**config.mk**
```make
export PLATFORM = sky130hd
export DESIGN_NAME = drive_state_machine_control
export DESIGN_NICKNAME = d
export VERILOG_FILES = /design/src/core/drive_pkg.sv /design/src/core/control_word_decoder.sv /design/src/core/stop_timer.sv /design/src/core/drive_state_machine_control.sv
export SDC_FILE = /design/constraint.sdc
export NUM_CORES = 1
export LEC_CHECK = 0
export BUFFER_PORTS_ARGS = -buffer_cell sky130_fd_sc_hd__clkbuf_2
export CELL_PAD_IN_SITES_DETAIL_PLACEMENT = 1
export CELL_PAD_IN_SITES_GLOBAL_PLACEMENT = 2
export CORE_MARGIN = 2
export CORE_UTILIZATION = 35
export CTS_CLUSTER_DIAMETER = 60
export DETAILED_ROUTE_END_ITERATION = 10
export PLACE_DENSITY_LB_ADDON = 0.1
export SLEW_MARGIN = 20
export SYNTH_ARGS = -nofsm -noshare
export SYNTH_HDL_FRONTEND = slang
export SYNTH_SLANG_ARGS = --single-unit
```
**constraint.sdc**
```tcl
create_clock -name clk_sys -period 6.3 [get_ports clk_sys]
set_input_delay 0.315 -clock clk_sys [delete_from_list [all_inputs] [get_ports clk_sys]]
set_output_delay 0.315 -clock clk_sys [all_outputs]
set_load 0.005 [all_outputs]
```
**src/core/drive_pkg.sv**
```systemverilog
// Contract
// - Quick stop request fast-stops the motor, then holds in quick-stop-active or goes to switch-on-disabled, not running.
// - Restart from quick-stop-active only after passing through switch-on-disabled.
// - During the fast stop ramp the output stays unlocked and the motor powered.
// - Configuration writes are rejected while quick-stop-active.
// - Stop-then-disable option: after the fast stop ramp go to switch-on-disabled.
// - Stop-and-hold option: stay after ramp until disable voltage, stop key or freewheel.
// - Fault reaction runs the configured response, then enters fault without a command.
// - Fault state keeps power stage disabled, output locked, motor unpowered.
// - Power stage and motor power during fault reaction follow the configured response.
// - Configuration change in switched-on falls back to switch-on-disabled; free in 1, 2, 3, 8.
// - Motor powered only in operation enabled, quick-stop-active while the ramp runs, or fault reaction active when so configured.
// - Fault reset acts on a rising edge of bit 7 once the fault cause is gone.
// - Don't-care bits of the control word are ignored when recognising a command.
// - Status word masked by 006F reads 0040, 0021, 0023, 0027, 0007 per state.
// - Disable operation ramps down first if so selected, otherwise coasts and switches at once.
// - With reference over the channel, enable operation waits for one received reference.
package drive_pkg;

	// ==========================================================
	// Register map (byte addresses of 32-bit words).
	localparam logic [4:0] ADDR_COMMAND = 5'h00;
	localparam logic [4:0] ADDR_STATUS = 5'h04;
	localparam logic [4:0] ADDR_CONFIG = 5'h08;
	localparam logic [4:0] ADDR_REFERENCE = 5'h0c;
	localparam logic [4:0] ADDR_IRQ_STATUS = 5'h10;
	localparam logic [4:0] ADDR_IRQ_MASK = 5'h14;

	// ==========================================================
	// Reset values.
	localparam logic [15:0] COMMAND_RESET = 16'h0000;
	localparam logic [3:0] CONFIG_RESET = 4'h0;
	localparam logic [2:0] IRQ_MASK_RESET = 3'h0;

	// ==========================================================
	// Control word field positions.
	localparam int CW_SWITCH_ON = 0;
	localparam int CW_ENABLE_VOLTAGE = 1;
	localparam int CW_QUICK_STOP = 2;
	localparam int CW_ENABLE_OP = 3;
	localparam int CW_FAULT_RESET = 7;
	localparam int CW_HALT = 8;
	localparam int CW_DIRECTION = 11;
	localparam int CW_USER_LSB = 12;

	// Configuration field positions.
	localparam int CFG_QS_MODE = 0;
	localparam int CFG_DISABLE_RAMP = 1;
	localparam int CFG_REF_CHANNEL = 2;
	localparam int CFG_ERR_POWERED = 3;

	// Interrupt event positions.
	localparam int IRQ_STATE_CHANGE = 0;
	localparam int IRQ_CONFIG_REJECT = 1;
	localparam int IRQ_FAULT = 2;

	// Status word bits outside the state pattern.
	localparam int SW_VOLTAGE = 4;
	localparam int SW_REMOTE = 9;
	localparam int SW_DIRECTION = 15;

	// Status word state patterns (bits 6, 5, 3..0).
	localparam logic [15:0] SW_NOT_READY = 16'h0000;
	localparam logic [15:0] SW_SOD = 16'h0040;
	localparam logic [15:0] SW_RTSO = 16'h0021;
	localparam logic [15:0] SW_SWON = 16'h0023;
	localparam logic [15:0] SW_OPEN = 16'h0027;
	localparam logic [15:0] SW_QSA = 16'h0007;
	localparam logic [15:0] SW_FRA = 16'h000f;
	localparam logic [15:0] SW_FAULT = 16'h0008;
	localparam logic [15:0] SW_FAULT_AFTER_QS = 16'h0028;

	// ==========================================================
	// Timing.
	localparam int CLK_PERIOD_NS = 10;
	localparam int FAST_STOP_TIME_NS = 20000;
	localparam int DISABLE_RAMP_TIME_NS = 30000;
	localparam int FAULT_REACT_TIME_NS = 5000;
	localparam int FAST_STOP_CYCLES = (FAST_STOP_TIME_NS + CLK_PERIOD_NS - 1) / CLK_PERIOD_NS;
	localparam int DISABLE_RAMP_CYCLES = (DISABLE_RAMP_TIME_NS + CLK_PERIOD_NS - 1) / CLK_PERIOD_NS;
	localparam int FAULT_REACT_CYCLES = (FAULT_REACT_TIME_NS + CLK_PERIOD_NS - 1) / CLK_PERIOD_NS;

	// ==========================================================
	// Operating states, one-hot.
	typedef enum logic [8:0] {
		ST_NOT_READY = 9'h001,
		ST_SOD = 9'h002,
		ST_RTSO = 9'h004,
		ST_SWON = 9'h008,
		ST_OPEN = 9'h010,
		ST_OPSTOP = 9'h020,
		ST_QSA = 9'h040,
		ST_FRA = 9'h080,
		ST_FAULT = 9'h100
	} drive_state_t;

	// Decoded control word.
	typedef struct packed {
		logic shutdown;
		logic switchOn;
		logic enableOp;
		logic disableOp;
		logic disableVoltage;
		logic quickStop;
		logic faultResetEdge;
		logic halt;
		logic reverse;
		logic [3:0] userFunc;
	} drive_cmd_t;

	// Drive outputs towards the power stage.
	typedef struct packed {
		logic powerStageEnable;
		logic outputUnlocked;
		logic motorPowered;
		logic haltActive;
		logic reverse;
		logic [3:0] userFunc;
	} drive_out_t;

endpackage : drive_pkg

```
**src/core/control_word_decoder.sv**
```systemverilog
`timescale 1ns/1ps
module control_word_decoder
	import drive_pkg::*;
(
	input wire logic clk_sys,
	input wire logic arst_n,
	input wire logic [15:0] commandWord,
	output drive_cmd_t cmd
);
	logic faultBit_reg;
	logic faultBit_next;

	// ==========================================================
	// Command recognition looks only at the significant bits.
	always_comb
	begin
		logic [3:0] low;
		low = commandWord[3:0];
		faultBit_next = commandWord[CW_FAULT_RESET];
		cmd.shutdown = (low[2:0] == 3'h6);
		cmd.switchOn = (low[2:0] == 3'h7);
		cmd.enableOp = (low == 4'hf);
		cmd.disableOp = (low == 4'h7);
		cmd.disableVoltage = ~low[CW_ENABLE_VOLTAGE];
		cmd.quickStop = (low[2:1] == 2'h1);
		// Only the rising edge resets; holding the bit high does nothing more.
		cmd.faultResetEdge = commandWord[CW_FAULT_RESET] & ~faultBit_reg;
		cmd.halt = commandWord[CW_HALT];
		cmd.reverse = commandWord[CW_DIRECTION];
		cmd.userFunc = commandWord[15:CW_USER_LSB];
	end

	// Previous fault reset level for the edge detector.
	always_ff @(posedge clk_sys or negedge arst_n)
	begin
		if (!arst_n)
			faultBit_reg <= 1'b0;
		else
			faultBit_reg <= faultBit_next;
	end
endmodule : control_word_decoder

```
**src/core/stop_timer.sv**
```systemverilog
`timescale 1ns/1ps
module stop_timer #(
	parameter int WIDTH = 16
) (
	input wire logic clk_sys,
	input wire logic arst_n,
	input wire logic start,
	input wire logic abort,
	input wire logic [WIDTH-1:0] loadCount,
	output logic busy,
	output logic done
);
	logic [WIDTH-1:0] count_reg;
	logic [WIDTH-1:0] count_next;
	logic busy_reg;
	logic busy_next;
	logic done_reg;
	logic done_next;

	generate
		if (WIDTH < 2)
		begin : bad_width
			$error("stop_timer WIDTH too small");
		end
	endgenerate

	// ==========================================================
	// Down counter; done pulses one cycle after the last counted cycle.
	always_comb
	begin
		count_next = count_reg;
		busy_next = busy_reg;
		done_next = 1'b0;
		if (abort)
			busy_next = 1'b0;
		else if (start)
		begin
			count_next = loadCount;
			busy_next = 1'b1;
		end
		else if (busy_reg)
		begin
			if (count_reg <= WIDTH'(1))
			begin
				busy_next = 1'b0;
				done_next = 1'b1;
			end
			else
				count_next = count_reg - WIDTH'(1);
		end
	end

	// Counter registers.
	always_ff @(posedge clk_sys or negedge arst_n)
	begin
		if (!arst_n)
		begin
			count_reg <= '0;
			busy_reg <= 1'b0;
			done_reg <= 1'b0;
		end
		else
		begin
			count_reg <= count_next;
			busy_reg <= busy_next;
			done_reg <= done_next;
		end
	end

	assign busy = busy_reg;
	assign done = done_reg;
endmodule : stop_timer

```
**src/core/drive_state_machine_control.sv**
```systemverilog
// The register offsets and the Avalon-MM interface to the registers were left to the implementer.
`timescale 1ns/1ps
module drive_state_machine_control
	import drive_pkg::*;
#(
	parameter int TIMER_WIDTH = 16
) (
	input wire logic clk_sys,
	input wire logic arst_n,
	input wire logic [4:0] avs_address,
	input wire logic avs_read,
	input wire logic avs_write,
	input wire logic [31:0] avs_writedata,
	input wire logic [3:0] avs_byteenable,
	output logic [31:0] avs_readdata,
	output logic avs_waitrequest,
	input wire logic faultDetect,
	input wire logic powerPresent,
	input wire logic stopKey,
	input wire logic freewheelStop,
	output drive_out_t driveOut,
	output logic [15:0] drive_status_word,
	output logic irq
);
	localparam logic [TIMER_WIDTH-1:0] FAST_STOP_LOAD = TIMER_WIDTH'(FAST_STOP_CYCLES);
	localparam logic [TIMER_WIDTH-1:0] DISABLE_RAMP_LOAD = TIMER_WIDTH'(DISABLE_RAMP_CYCLES);
	localparam logic [TIMER_WIDTH-1:0] FAULT_REACT_LOAD = TIMER_WIDTH'(FAULT_REACT_CYCLES);

	generate
		if ((2 ** TIMER_WIDTH) <= FAST_STOP_CYCLES || (2 ** TIMER_WIDTH) <= DISABLE_RAMP_CYCLES
			|| (2 ** TIMER_WIDTH) <= FAULT_REACT_CYCLES)
		begin : bad_timer_width
			$error("TIMER_WIDTH cannot hold the stop times");
		end
	endgenerate

	// ==========================================================
	// Declarations.
	drive_state_t state_reg;
	drive_state_t state_next;
	logic [15:0] drive_command_word_reg;
	logic [15:0] drive_command_word_next;
	logic [3:0] config_reg;
	logic [3:0] config_next;
	logic refReceived_reg;
	logic refReceived_next;
	logic fromQs_reg;
	logic fromQs_next;
	logic [2:0] irqStatus_reg;
	logic [2:0] irqStatus_next;
	logic [2:0] irqMask_reg;
	logic [2:0] irqMask_next;
	logic ack_reg;
	logic ack_next;
	logic [31:0] readData_reg;
	logic [31:0] readData_next;
	drive_out_t driveOut_reg;
	drive_out_t driveOut_next;
	logic [15:0] status_reg;
	logic [15:0] status_next;
	drive_cmd_t cmd;
	logic timerStart;
	logic timerAbort;
	logic [TIMER_WIDTH-1:0] timerLoad;
	logic timerBusy;
	logic timerDone;
	logic busTake;
	logic cfgWrite;
	logic cfgAllowed;
	logic refOk;
	logic quick_stop_mode_select;
	logic disable_op_stop_behaviour;

	assign quick_stop_mode_select = config_reg[CFG_QS_MODE];
	assign disable_op_stop_behaviour = config_reg[CFG_DISABLE_RAMP];

	// ==========================================================
	// Helpers.
	function automatic logic [15:0] state_pattern(input drive_state_t st, input logic afterQs);
		unique case (st)
			ST_NOT_READY: state_pattern = SW_NOT_READY;
			ST_SOD: state_pattern = SW_SOD;
			ST_RTSO: state_pattern = SW_RTSO;
			ST_SWON: state_pattern = SW_SWON;
			ST_OPEN, ST_OPSTOP: state_pattern = SW_OPEN;
			ST_QSA: state_pattern = SW_QSA;
			ST_FRA: state_pattern = SW_FRA;
			ST_FAULT: state_pattern = afterQs ? SW_FAULT_AFTER_QS : SW_FAULT;
			default: state_pattern = SW_NOT_READY;
		endcase
	endfunction : state_pattern

	function automatic logic [15:0] merge_bytes(input logic [15:0] old, input logic [31:0] data,
		input logic [3:0] be);
		merge_bytes = old;
		if (be[0])
			merge_bytes[7:0] = data[7:0];
		if (be[1])
			merge_bytes[15:8] = data[15:8];
	endfunction : merge_bytes

	// ==========================================================
	// Submodules.
	control_word_decoder u_decoder (
		.clk_sys(clk_sys),
		.arst_n(arst_n),
		.commandWord(drive_command_word_reg),
		.cmd(cmd)
	);

	stop_timer #(
		.WIDTH(TIMER_WIDTH)
	) u_timer (
		.clk_sys(clk_sys),
		.arst_n(arst_n),
		.start(timerStart),
		.abort(timerAbort),
		.loadCount(timerLoad),
		.busy(timerBusy),
		.done(timerDone)
	);

	// ==========================================================
	// Bus handshake: one wait cycle, then the answer stands for one cycle.
	assign busTake = (avs_read | avs_write) & ~ack_reg;
	assign avs_waitrequest = (avs_read | avs_write) & ~ack_reg;
	assign cfgWrite = busTake & avs_write & (avs_address == ADDR_CONFIG) & avs_byteenable[0];
	// Configuration may change only while the drive is locked.
	assign cfgAllowed = (state_reg == ST_NOT_READY) || (state_reg == ST_SOD)
		|| (state_reg == ST_RTSO) || (state_reg == ST_SWON)
		|| (state_reg == ST_FAULT);
	assign refOk = ~config_reg[CFG_REF_CHANNEL] | refReceived_reg;

	// ==========================================================
	// Operating state sequencing.
	always_comb
	begin
		state_next = state_reg;
		fromQs_next = fromQs_reg;
		timerStart = 1'b0;
		timerAbort = 1'b0;
		timerLoad = FAST_STOP_LOAD;
		// A detected fault overrides every command outside the fault states.
		if (faultDetect && state_reg != ST_FRA && state_reg != ST_FAULT)
		begin
			state_next = ST_FRA;
			fromQs_next = (state_reg == ST_QSA);
			timerStart = 1'b1;
			timerLoad = FAULT_REACT_LOAD;
		end
		else
		begin
			unique case (state_reg)
				ST_NOT_READY: state_next = ST_SOD;
				ST_SOD:
					if (cmd.shutdown)
						state_next = ST_RTSO;
				ST_RTSO:
					if (cmd.disableVoltage || cmd.quickStop || freewheelStop)
						state_next = ST_SOD;
					else if (cmd.enableOp && powerPresent && refOk)
						state_next = ST_OPEN;
					else if (cmd.switchOn && powerPresent)
						state_next = ST_SWON;
				ST_SWON:
					if (cmd.disableVoltage || cmd.quickStop || freewheelStop)
						state_next = ST_SOD;
					else if (cfgWrite)
						state_next = ST_SOD;
					else if (cmd.shutdown)
						state_next = ST_RTSO;
					else if (cmd.enableOp && refOk)
						state_next = ST_OPEN;
				ST_OPEN:
					if (cmd.disableVoltage || freewheelStop)
						state_next = ST_SOD;
					else if (cmd.quickStop)
					begin
						state_next = ST_QSA;
						timerStart = 1'b1;
						timerLoad = FAST_STOP_LOAD;
					end
					else if (cmd.shutdown)
						state_next = ST_RTSO;
					else if (cmd.disableOp)
					begin
						if (disable_op_stop_behaviour)
						begin
							state_next = ST_OPSTOP;
							timerStart = 1'b1;
							timerLoad = DISABLE_RAMP_LOAD;
						end
						else
							state_next = ST_SWON;
					end
				ST_OPSTOP:
					if (cmd.disableVoltage || freewheelStop)
					begin
						state_next = ST_SOD;
						timerAbort = 1'b1;
					end
					else if (cmd.quickStop)
					begin
						state_next = ST_QSA;
						timerStart = 1'b1;
						timerLoad = FAST_STOP_LOAD;
					end
					else if (timerDone)
						state_next = ST_SWON;
				ST_QSA:
					// Every way out except a fault leads to switch-on-disabled, never back to running.
					if (cmd.disableVoltage || stopKey || freewheelStop)
					begin
						state_next = ST_SOD;
						timerAbort = 1'b1;
					end
					else if (timerDone && !quick_stop_mode_select)
						state_next = ST_SOD;
				ST_FRA:
					if (timerDone)
						state_next = ST_FAULT;
				ST_FAULT:
					if (cmd.faultResetEdge && !faultDetect)
						state_next = ST_SOD;
				default: state_next = ST_SOD;
			endcase
		end
	end

	// ==========================================================
	// Drive outputs and status word, registered.
	always_comb
	begin
		driveOut_next.powerStageEnable = 1'b0;
		driveOut_next.outputUnlocked = 1'b0;
		driveOut_next.motorPowered = 1'b0;
		driveOut_next.haltActive = cmd.halt;
		driveOut_next.reverse = cmd.reverse;
		driveOut_next.userFunc = cmd.userFunc;
		unique case (state_next)
			ST_SWON: driveOut_next.powerStageEnable = 1'b1;
			ST_OPEN:
			begin
				driveOut_next.powerStageEnable = 1'b1;
				driveOut_next.outputUnlocked = 1'b1;
				// Halt keeps the state but removes torque.
				driveOut_next.motorPowered = ~cmd.halt;
			end
			ST_OPSTOP, ST_QSA:
			begin
				driveOut_next.powerStageEnable = 1'b1;
				// Power flows only while the stop ramp is still running.
				driveOut_next.outputUnlocked = timerStart | (timerBusy & ~timerDone
					& ~timerAbort);
				driveOut_next.motorPowered = driveOut_next.outputUnlocked;
			end
			ST_FRA:
			begin
				driveOut_next.powerStageEnable = config_reg[CFG_ERR_POWERED];
				driveOut_next.outputUnlocked = config_reg[CFG_ERR_POWERED];
				driveOut_next.motorPowered = config_reg[CFG_ERR_POWERED];
			end
			default: ; // Fault and every locked state but switched-on stay dark.
		endcase
		status_next = state_pattern(state_next, fromQs_next);
		status_next[SW_VOLTAGE] = powerPresent;
		status_next[SW_REMOTE] = 1'b1;
		status_next[SW_DIRECTION] = cmd.reverse;
	end

	// ==========================================================
	// Register file and interrupt bookkeeping.
	always_comb
	begin
		drive_command_word_next = drive_command_word_reg;
		config_next = config_reg;
		refReceived_next = refReceived_reg;
		irqMask_next = irqMask_reg;
		irqStatus_next = irqStatus_reg;
		ack_next = busTake;
		readData_next = readData_reg;
		if (busTake && avs_write)
		begin
			unique case (avs_address)
				ADDR_COMMAND: drive_command_word_next = merge_bytes(drive_command_word_reg,
					avs_writedata, avs_byteenable);
				ADDR_CONFIG:
					if (cfgAllowed && avs_byteenable[0])
						config_next = avs_writedata[3:0];
				ADDR_REFERENCE: refReceived_next = 1'b1;
				ADDR_IRQ_MASK:
					if (avs_byteenable[0])
						irqMask_next = avs_writedata[2:0];
				default: ;
			endcase
		end
		if (busTake && avs_read)
		begin
			unique case (avs_address)
				ADDR_COMMAND: readData_next = {16'h0000, drive_command_word_reg};
				ADDR_STATUS: readData_next = {16'h0000, status_reg};
				ADDR_CONFIG: readData_next = {28'h0000000, config_reg};
				ADDR_REFERENCE: readData_next = {31'h00000000, refReceived_reg};
				ADDR_IRQ_STATUS:
				begin
					readData_next = {29'h00000000, irqStatus_reg};
					irqStatus_next = 3'h0;
				end
				ADDR_IRQ_MASK: readData_next = {29'h00000000, irqMask_reg};
				default: readData_next = 32'h00000000;
			endcase
		end
		// Events are or-ed in after the read clear so that a set wins.
		irqStatus_next[IRQ_STATE_CHANGE] = irqStatus_next[IRQ_STATE_CHANGE]
			| (state_next != state_reg);
		irqStatus_next[IRQ_CONFIG_REJECT] = irqStatus_next[IRQ_CONFIG_REJECT]
			| (cfgWrite & ~cfgAllowed);
		irqStatus_next[IRQ_FAULT] = irqStatus_next[IRQ_FAULT]
			| (state_next == ST_FRA && state_reg != ST_FRA);
	end

	// State and register flip-flops.
	always_ff @(posedge clk_sys or negedge arst_n)
	begin
		if (!arst_n)
		begin
			state_reg <= ST_NOT_READY;
			fromQs_reg <= 1'b0;
			drive_command_word_reg <= COMMAND_RESET;
			config_reg <= CONFIG_RESET;
			refReceived_reg <= 1'b0;
			irqMask_reg <= IRQ_MASK_RESET;
			irqStatus_reg <= 3'h0;
			ack_reg <= 1'b0;
			readData_reg <= 32'h00000000;
			driveOut_reg <= '0;
			status_reg <= SW_NOT_READY;
		end
		else
		begin
			state_reg <= state_next;
			fromQs_reg <= fromQs_next;
			drive_command_word_reg <= drive_command_word_next;
			config_reg <= config_next;
			refReceived_reg <= refReceived_next;
			irqMask_reg <= irqMask_next;
			irqStatus_reg <= irqStatus_next;
			ack_reg <= ack_next;
			readData_reg <= readData_next;
			driveOut_reg <= driveOut_next;
			status_reg <= status_next;
		end
	end

	assign avs_readdata = readData_reg;
	assign driveOut = driveOut_reg;
	assign drive_status_word = status_reg;
	assign irq = |(irqStatus_reg & irqMask_reg);
endmodule : drive_state_machine_control

```
# After elaboration in Yosys (flattened, before gate mapping)
# Index checks and enable logic that the tools add are counted.
[classes]
order_cmp = 1
eq_ne = 31
n_reduce_logical = 35
bitwise_logic = 23
n_mux = 61
add_sub_neg = 1
[op_table]
columns = ["operator", "count"]
rows = [
  ["$mux W9", 20],
  ["$pmux W16 S6", 1],
  ["$mux W12", 7],
  ["$pmux W9 S8", 1],
  ["$pmux W7 S7", 1],
  ["$mux W16", 3],
  ["$mux W1", 20],
  ["$eq A9 B2 Y1 const B", 2],
  ["$eq A9 B3 Y1 const B", 2],
  ["$eq A9 B4 Y1 const B", 2],
  ["$eq A9 B5 Y1 const B", 2],
  ["$eq A9 B6 Y1 const B", 2],
  ["$eq A9 B7 Y1 const B", 2],
  ["$eq A9 B8 Y1 const B", 2],
  ["$eq A9 B9 Y1 const B", 2],
  ["$le A16 B1 Y1 const B", 1],
  ["$sub A16 B1 Y16 const B", 1],
  ["$reduce_and A3 Y1", 5],
  ["$logic_and A1 B1 Y1", 12],
  ["$mux W6", 2],
  ["$eq A5 B4 Y1 const B", 2],
  ["$eq A5 B5 Y1 const B", 2],
  ["$eq A9 B1 Y1 const B", 1],
  ["$logic_or A1 B1 Y1", 9],
  ["23 further kinds", 48],
]
[word_totals]
elab_cells = 173
output_inout_bits = 59
reg_bits = 114

# Longest topological paths before layout
[depth]
word_depth = 12
ltp_mapped = 10
mapped_depth_nobuf = 7

# Hierarchy
# From an unflattened synthesis, not the netlist that was laid out.
[hier_totals]
cells_unflattened = 566
area_unflattened_um2 = 5405.2
[modules_own_cells]
columns = ["module", "instances", "cells_per_inst", "seq_area_each_um2", "area_per_inst_um2"]
rows = [
  ["drive_state_machine_control", 1, 408, 1778.0, 4000.1],
  ["stop_timer", 1, 144, 450.4, 1282.5],
  ["control_word_decoder", 1, 14, 25.0, 122.6],
]

# Least setup slack after synthesis
# No wires, ideal clock.
[synth_timing]
kind = "reg-to-reg"
from = "register state_reg[2]"
to = "register irqStatus_reg[0]"
path_buffers = 3
path_stages_with_launch = 11
t_arrival_ns = 2.401
slack_ns = 3.757
cell_sequence = "dfrtp_1 -> buf_6 -> or4_4 -> buf_6 -> o31a_1 -> buf_6 -> nor2_4 -> o31ai_2 -> a221o_1 -> a221oi_2 -> o2111ai_1"
[synth_via]
elab_chain_len = 8
[synth_rtl]
columns = ["item", "line_no", "text"]
rows = [
  ["start, declared", "drive_state_machine_control.sv:39", "drive_state_t state_reg;"],
  ["start signal, assigned", "drive_state_machine_control.sv:341", "state_reg <= state_next;"],
  ["$mux W9, on equally long branches", "drive_state_machine_control.sv:185, drive_state_machine_control.sv:172", ""],
  ["$mux W9, on equally long branches", "drive_state_machine_control.sv:183, drive_state_machine_control.sv:170", ""],
  ["$mux W9, on equally long branches", "drive_state_machine_control.sv:177, drive_state_machine_control.sv:168", ""],
  ["$mux W9, on equally long branches", "drive_state_machine_control.sv:175, drive_state_machine_control.sv:166", ""],
  ["$pmux W9 S8", "drive_state_machine_control.sv:153", "unique case (state_reg)"],
  ["$mux W9", "drive_state_machine_control.sv:144", "if (faultDetect && state_reg != ST_FRA && state_reg != ST_FAULT)"],
  ["$ne A9 B9 Y1 (*)", "drive_state_machine_control.sv:315", "| (state_next != state_reg);"],
  ["$or A1 B1 Y1 (*)", "drive_state_machine_control.sv:315", ""],
  ["via irqStatus_next[0]", "drive_state_machine_control.sv:50", "logic [2:0] irqStatus_next;"],
  ["end signal, assigned", "drive_state_machine_control.sv:347", "irqStatus_reg <= irqStatus_next;"],
  ["end, declared", "drive_state_machine_control.sv:49", "logic [2:0] irqStatus_reg;"],
]
# The timed path passes the listed nets; every way through them passes the cells marked *.
# A chain may end at the register's enable or synchronous reset.

# Worst setup path after layout
[layout_timing]
from = "register state_reg[3]"
to = "register u_timer.count_reg[11]"
[layout_via]
elab_chain_len = 6
[layout_rtl]
columns = ["item", "line_no", "text"]
rows = [
  ["parallel branches: the longest is 6 deep, another holds $eq A9 B6 Y1", "n/a", ""],
  ["end signal, assigned", "stop_timer.sv:64", "count_reg <= count_next;"],
  ["end, declared", "stop_timer.sv:13", "logic [WIDTH-1:0] count_reg;"],
]
# Parallel ways; which one is timed is not known.

==> results by group <==
Status
  – Outcome: completed

Routing
  – Final WL: 13,600 µm
  – Vias after detailed routing: 3,851
  – Vias per inst: 5.39
  – WL/cell: 19.0 µm
  – Initial DRC Count: 205
  – ANT nets after route: 0
  – DR pass1 iterations: 4
  – # DRC: 0

STA
  – Clock skew: 8.71 ps
  – Setup TNS: 0 ps
  – Worst relative slew slack: 0.391
  – Max Fclk: 317 MHz
  – Final-report setup violation count: 0
  – Tcrit/Tclk final: 0.501
  – Final min period: 3150 ps
  – Final Slew Violations: 0
  – Slew @ Worst Pin: 905 ps
  – Endpoints failing hold: 0
  – Worst setup margin: 3150 ps
  – RSZ-0062 raised after global routing: no

Clocking
  – TritonCTS Sinks: 90
  – TritonCTS Buffers: 9
  – Clk_lat worst skew: 350 ps
  – Max Root-Sink Buffers: 2
  – Clock transition at path regs: 70 ps
  – Clock root cell: clkbuf_16
  – CTS tree: done
  – H-tree depth: 3

Worst setup path
  – Worst Path Max Fanout: 17
  – CP required: 6540 ps
  – Top Family by Delay on Critical Path: compound AO/OA/AOI/OAI gates
  – Slowest-stage cell, CP: or4_4
  – CP Capture Type: flip-flop
  – Critical path depth: 6
  – CP Data Arrival Time: 3390 ps
  – Worst R2R Setup Slack: 3150 ps
  – Setup CP Type: reg2reg
  – Crit-path cells: or4_4, o31a_1, o311a_1, nor2_2, nor2_1, o22a_1
  – R2R depth: 6
  – CP Capture Point: u_timer.count_reg[11]
  – Worst R2R End: u_timer.count_reg[11]
  – CP Launch Point: state_reg[3]
  – CP peak stage delay: 630 ps
  – Crit path buffers/inverters: 0
  – Worst r2r src: state_reg[3]
  – Critical Path Source Type: flip-flop

Cells and area
  – Layout area overhead: 14.8%
  – Fin nets: 585
  – Finished Layout Cells: 715
  – Final antenna diode count: 0
  – Core Util, Final: 0.413
  – Share of layout cells above drive strength 1: 0.237
  – Fill cells: 1,535

Logic synthesis
  – Ys Warns: 0
  – Syn avg cell area: 9.96 µm²
  – Seq/Total Area, Yosys: 0.473
  – Mapped Area: 0.00476 mm²
  – Most common flop cell mapped by yosys: dfrtp_1
  – Cells after Synth: 478
  – #FFs+latches synth: 90
  – Synth cell types: 65
  – EDFF count, synth: 0
  – Asr flop ratio synth: 1.00

Global route
  – First-pass GRT wire length: 22,000 µm
  – Tot GR Track Use: 0.195
  – Pin count of the biggest net entering global routing: 57
  – Vias in the first global route: 3,992
  – Total gr overflow: 0
  – Initial antenna violation count: 0

Pwr
  – Power Density: 265 mW/mm²
  – Peak VDD IR: 135 µV
  – Leak: 2.54 nW

Floorplan
  – Row count: 42
  – Initial Util: 0.360
  – Die ar.: 0.0146 mm²
  – Die Wd: 121 µm
  – DIE HEIGHT: 121 µm
  – I/O pin total: 108
  – Core area: 0.0132 mm²

Placement
  – Post-DP HPWL: 10,100 µm
  – GP Congestion: 0.835
  – Port Buf Inserts: 66
  – Post-place setup slack: 3110 ps
  – # placed instances: 698

Min path
  – Hold WC Path Type: in2reg

Flow run
  – Maxcap violations: 0
## power by group
part / total [mW] / switching [mW] / internal (mW)
clock: 0.577 / 0.258 / 0.319
combinational: 0.193 / 0.112 / 0.0815
sequential: 0.679 / 0.0579 / 0.621
total: 1.45 / 0.427 / 1.02
## worst min-delay path by stage
stage | startpoint | to | slack, ps | cells after the start
final | powerPresent | drive_status_word[4] | 160 | 1
after global routing | powerPresent | drive_status_word[4] | 160 | 1
after CTS | powerPresent | drive_status_word[4] | 160 | 1
after detailed placement | arst_n | refReceived_reg | 300 | 1
after global placement | arst_n | ack_reg | 290 | 1
after floorplan | arst_n | ack_reg | 20 | 0
## cell type report
type | instances | area (µm²) | share of cell area
clock inverter | 7 | 95.1 | 0.0174
sequential | 90 | 2250 | 0.412
timing repair buffer | 69 | 358 | 0.0654
clock buffer | 9 | 225 | 0.0412
inverter | 19 | 71.3 | 0.0130
multi-input combinational | 345 | 2250 | 0.411
tap | 176 | 220 | 0.0403
## layout by cell type, fill, tap and decap left out, types with 4 or more instances in the layout
cell type  count
xor2_1        10
o21ai_0       21
and2_1         4
clkbuf_16      9
clkbuf_2      65
a222oi_1       7
nand2b_1       9
a31oi_1        8
nand3b_1       8
a22o_1         8
or2_2          9
mux2_2        24
nand3_1       12
nor3_1        18
nand2_1       36
nor2b_1        6
nor4_1         8
and3_1         4
dfrtp_1       89
a22oi_1        4
o22ai_1        4
a221oi_1       4
or3_1          6
inv_1         19
xnor2_1        4
nor2_1        30
conb_1        25
a21oi_1       18
## logic make-up (layout without fill, tap and decap cells)
kind of cell | count (synthesis) | after routing | share of synthesized area
compound gates | 107 | 107 | 0.162
xor+xnor | 14 | 14 | 0.0257
fa+ha+maj | 2 | 2 | 0.00525
buf+inv | 66 | 104 | 0.0759
flops | 90 | 90 | 0.473
mux | 26 | 26 | 0.0636
other cells | 2 | 25 | 0.00158
simple gates | 171 | 171 | 0.193
## per-stage QoR
stage / power (mW) / hold WS, ps / area (µm²)
after floorplan: 0.808 / 19.4 / 4850
after global placement: 0.875 / 295 / 5130
after detailed placement: 0.882 / 299 / 5130
after CTS: 1.47 / 157 / 5460
after global routing: 1.52 / 162 / 5470
final: 1.45 / 163 / 5470
## cells in the mapped netlist (3+ instances only)
master / count / area share
o21ai_0: 21 / 0.022
nand3_1: 12 / 0.013
a221oi_1: 4 / 0.0074
nor2b_1: 6 / 0.0079
nand2_1: 36 / 0.028
o22a_1: 3 / 0.0055
xor2_1: 10 / 0.018
and3_1: 4 / 0.0053
buf_6: 3 / 0.0071
clkbuf_1: 19 / 0.015
a222oi_1: 7 / 0.015
nand3b_1: 8 / 0.013
a211oi_1: 3 / 0.0047
inv_1: 19 / 0.015
buf_4: 24 / 0.038
nor3_1: 18 / 0.019
nor4_1: 10 / 0.013
a22oi_1: 4 / 0.0063
o21a_1: 3 / 0.0047
nand4b_1: 3 / 0.0055
nand2b_1: 9 / 0.012
or2_2: 9 / 0.012
o31ai_1: 3 / 0.0047
a22o_1: 8 / 0.015
or3_1: 6 / 0.0079
nor2_1: 30 / 0.024
a31oi_1: 8 / 0.011
o22ai_1: 4 / 0.0053
xnor2_1: 4 / 0.0074
nor4b_1: 3 / 0.0055
and2_1: 4 / 0.0053
mux2_2: 24 / 0.057
a21oi_1: 18 / 0.019
dfrtp_1: 89 / 0.47
## timing repair
action	CTS	global route
hold endpoints to repair	33	0
hold buffers	1	0
gates resized for setup	0	0
buffers inserted	0	0
## per-layer routing
metal | vias to the layer above | GRT usage | wire length, µm | part of all wire
met1 | 1946 | 0.269 | 6510 | 0.48
met3 | 7 | 0.0307 | 654 | 0.048
met5 | - | 0 | 0 | 0
met4 | 0 | 0.0589 | 120 | 0.0088
li1 | 1808 | - | - | -
met2 | 90 | 0.316 | 6290 | 0.46
(Power assumes the default switching activity.)
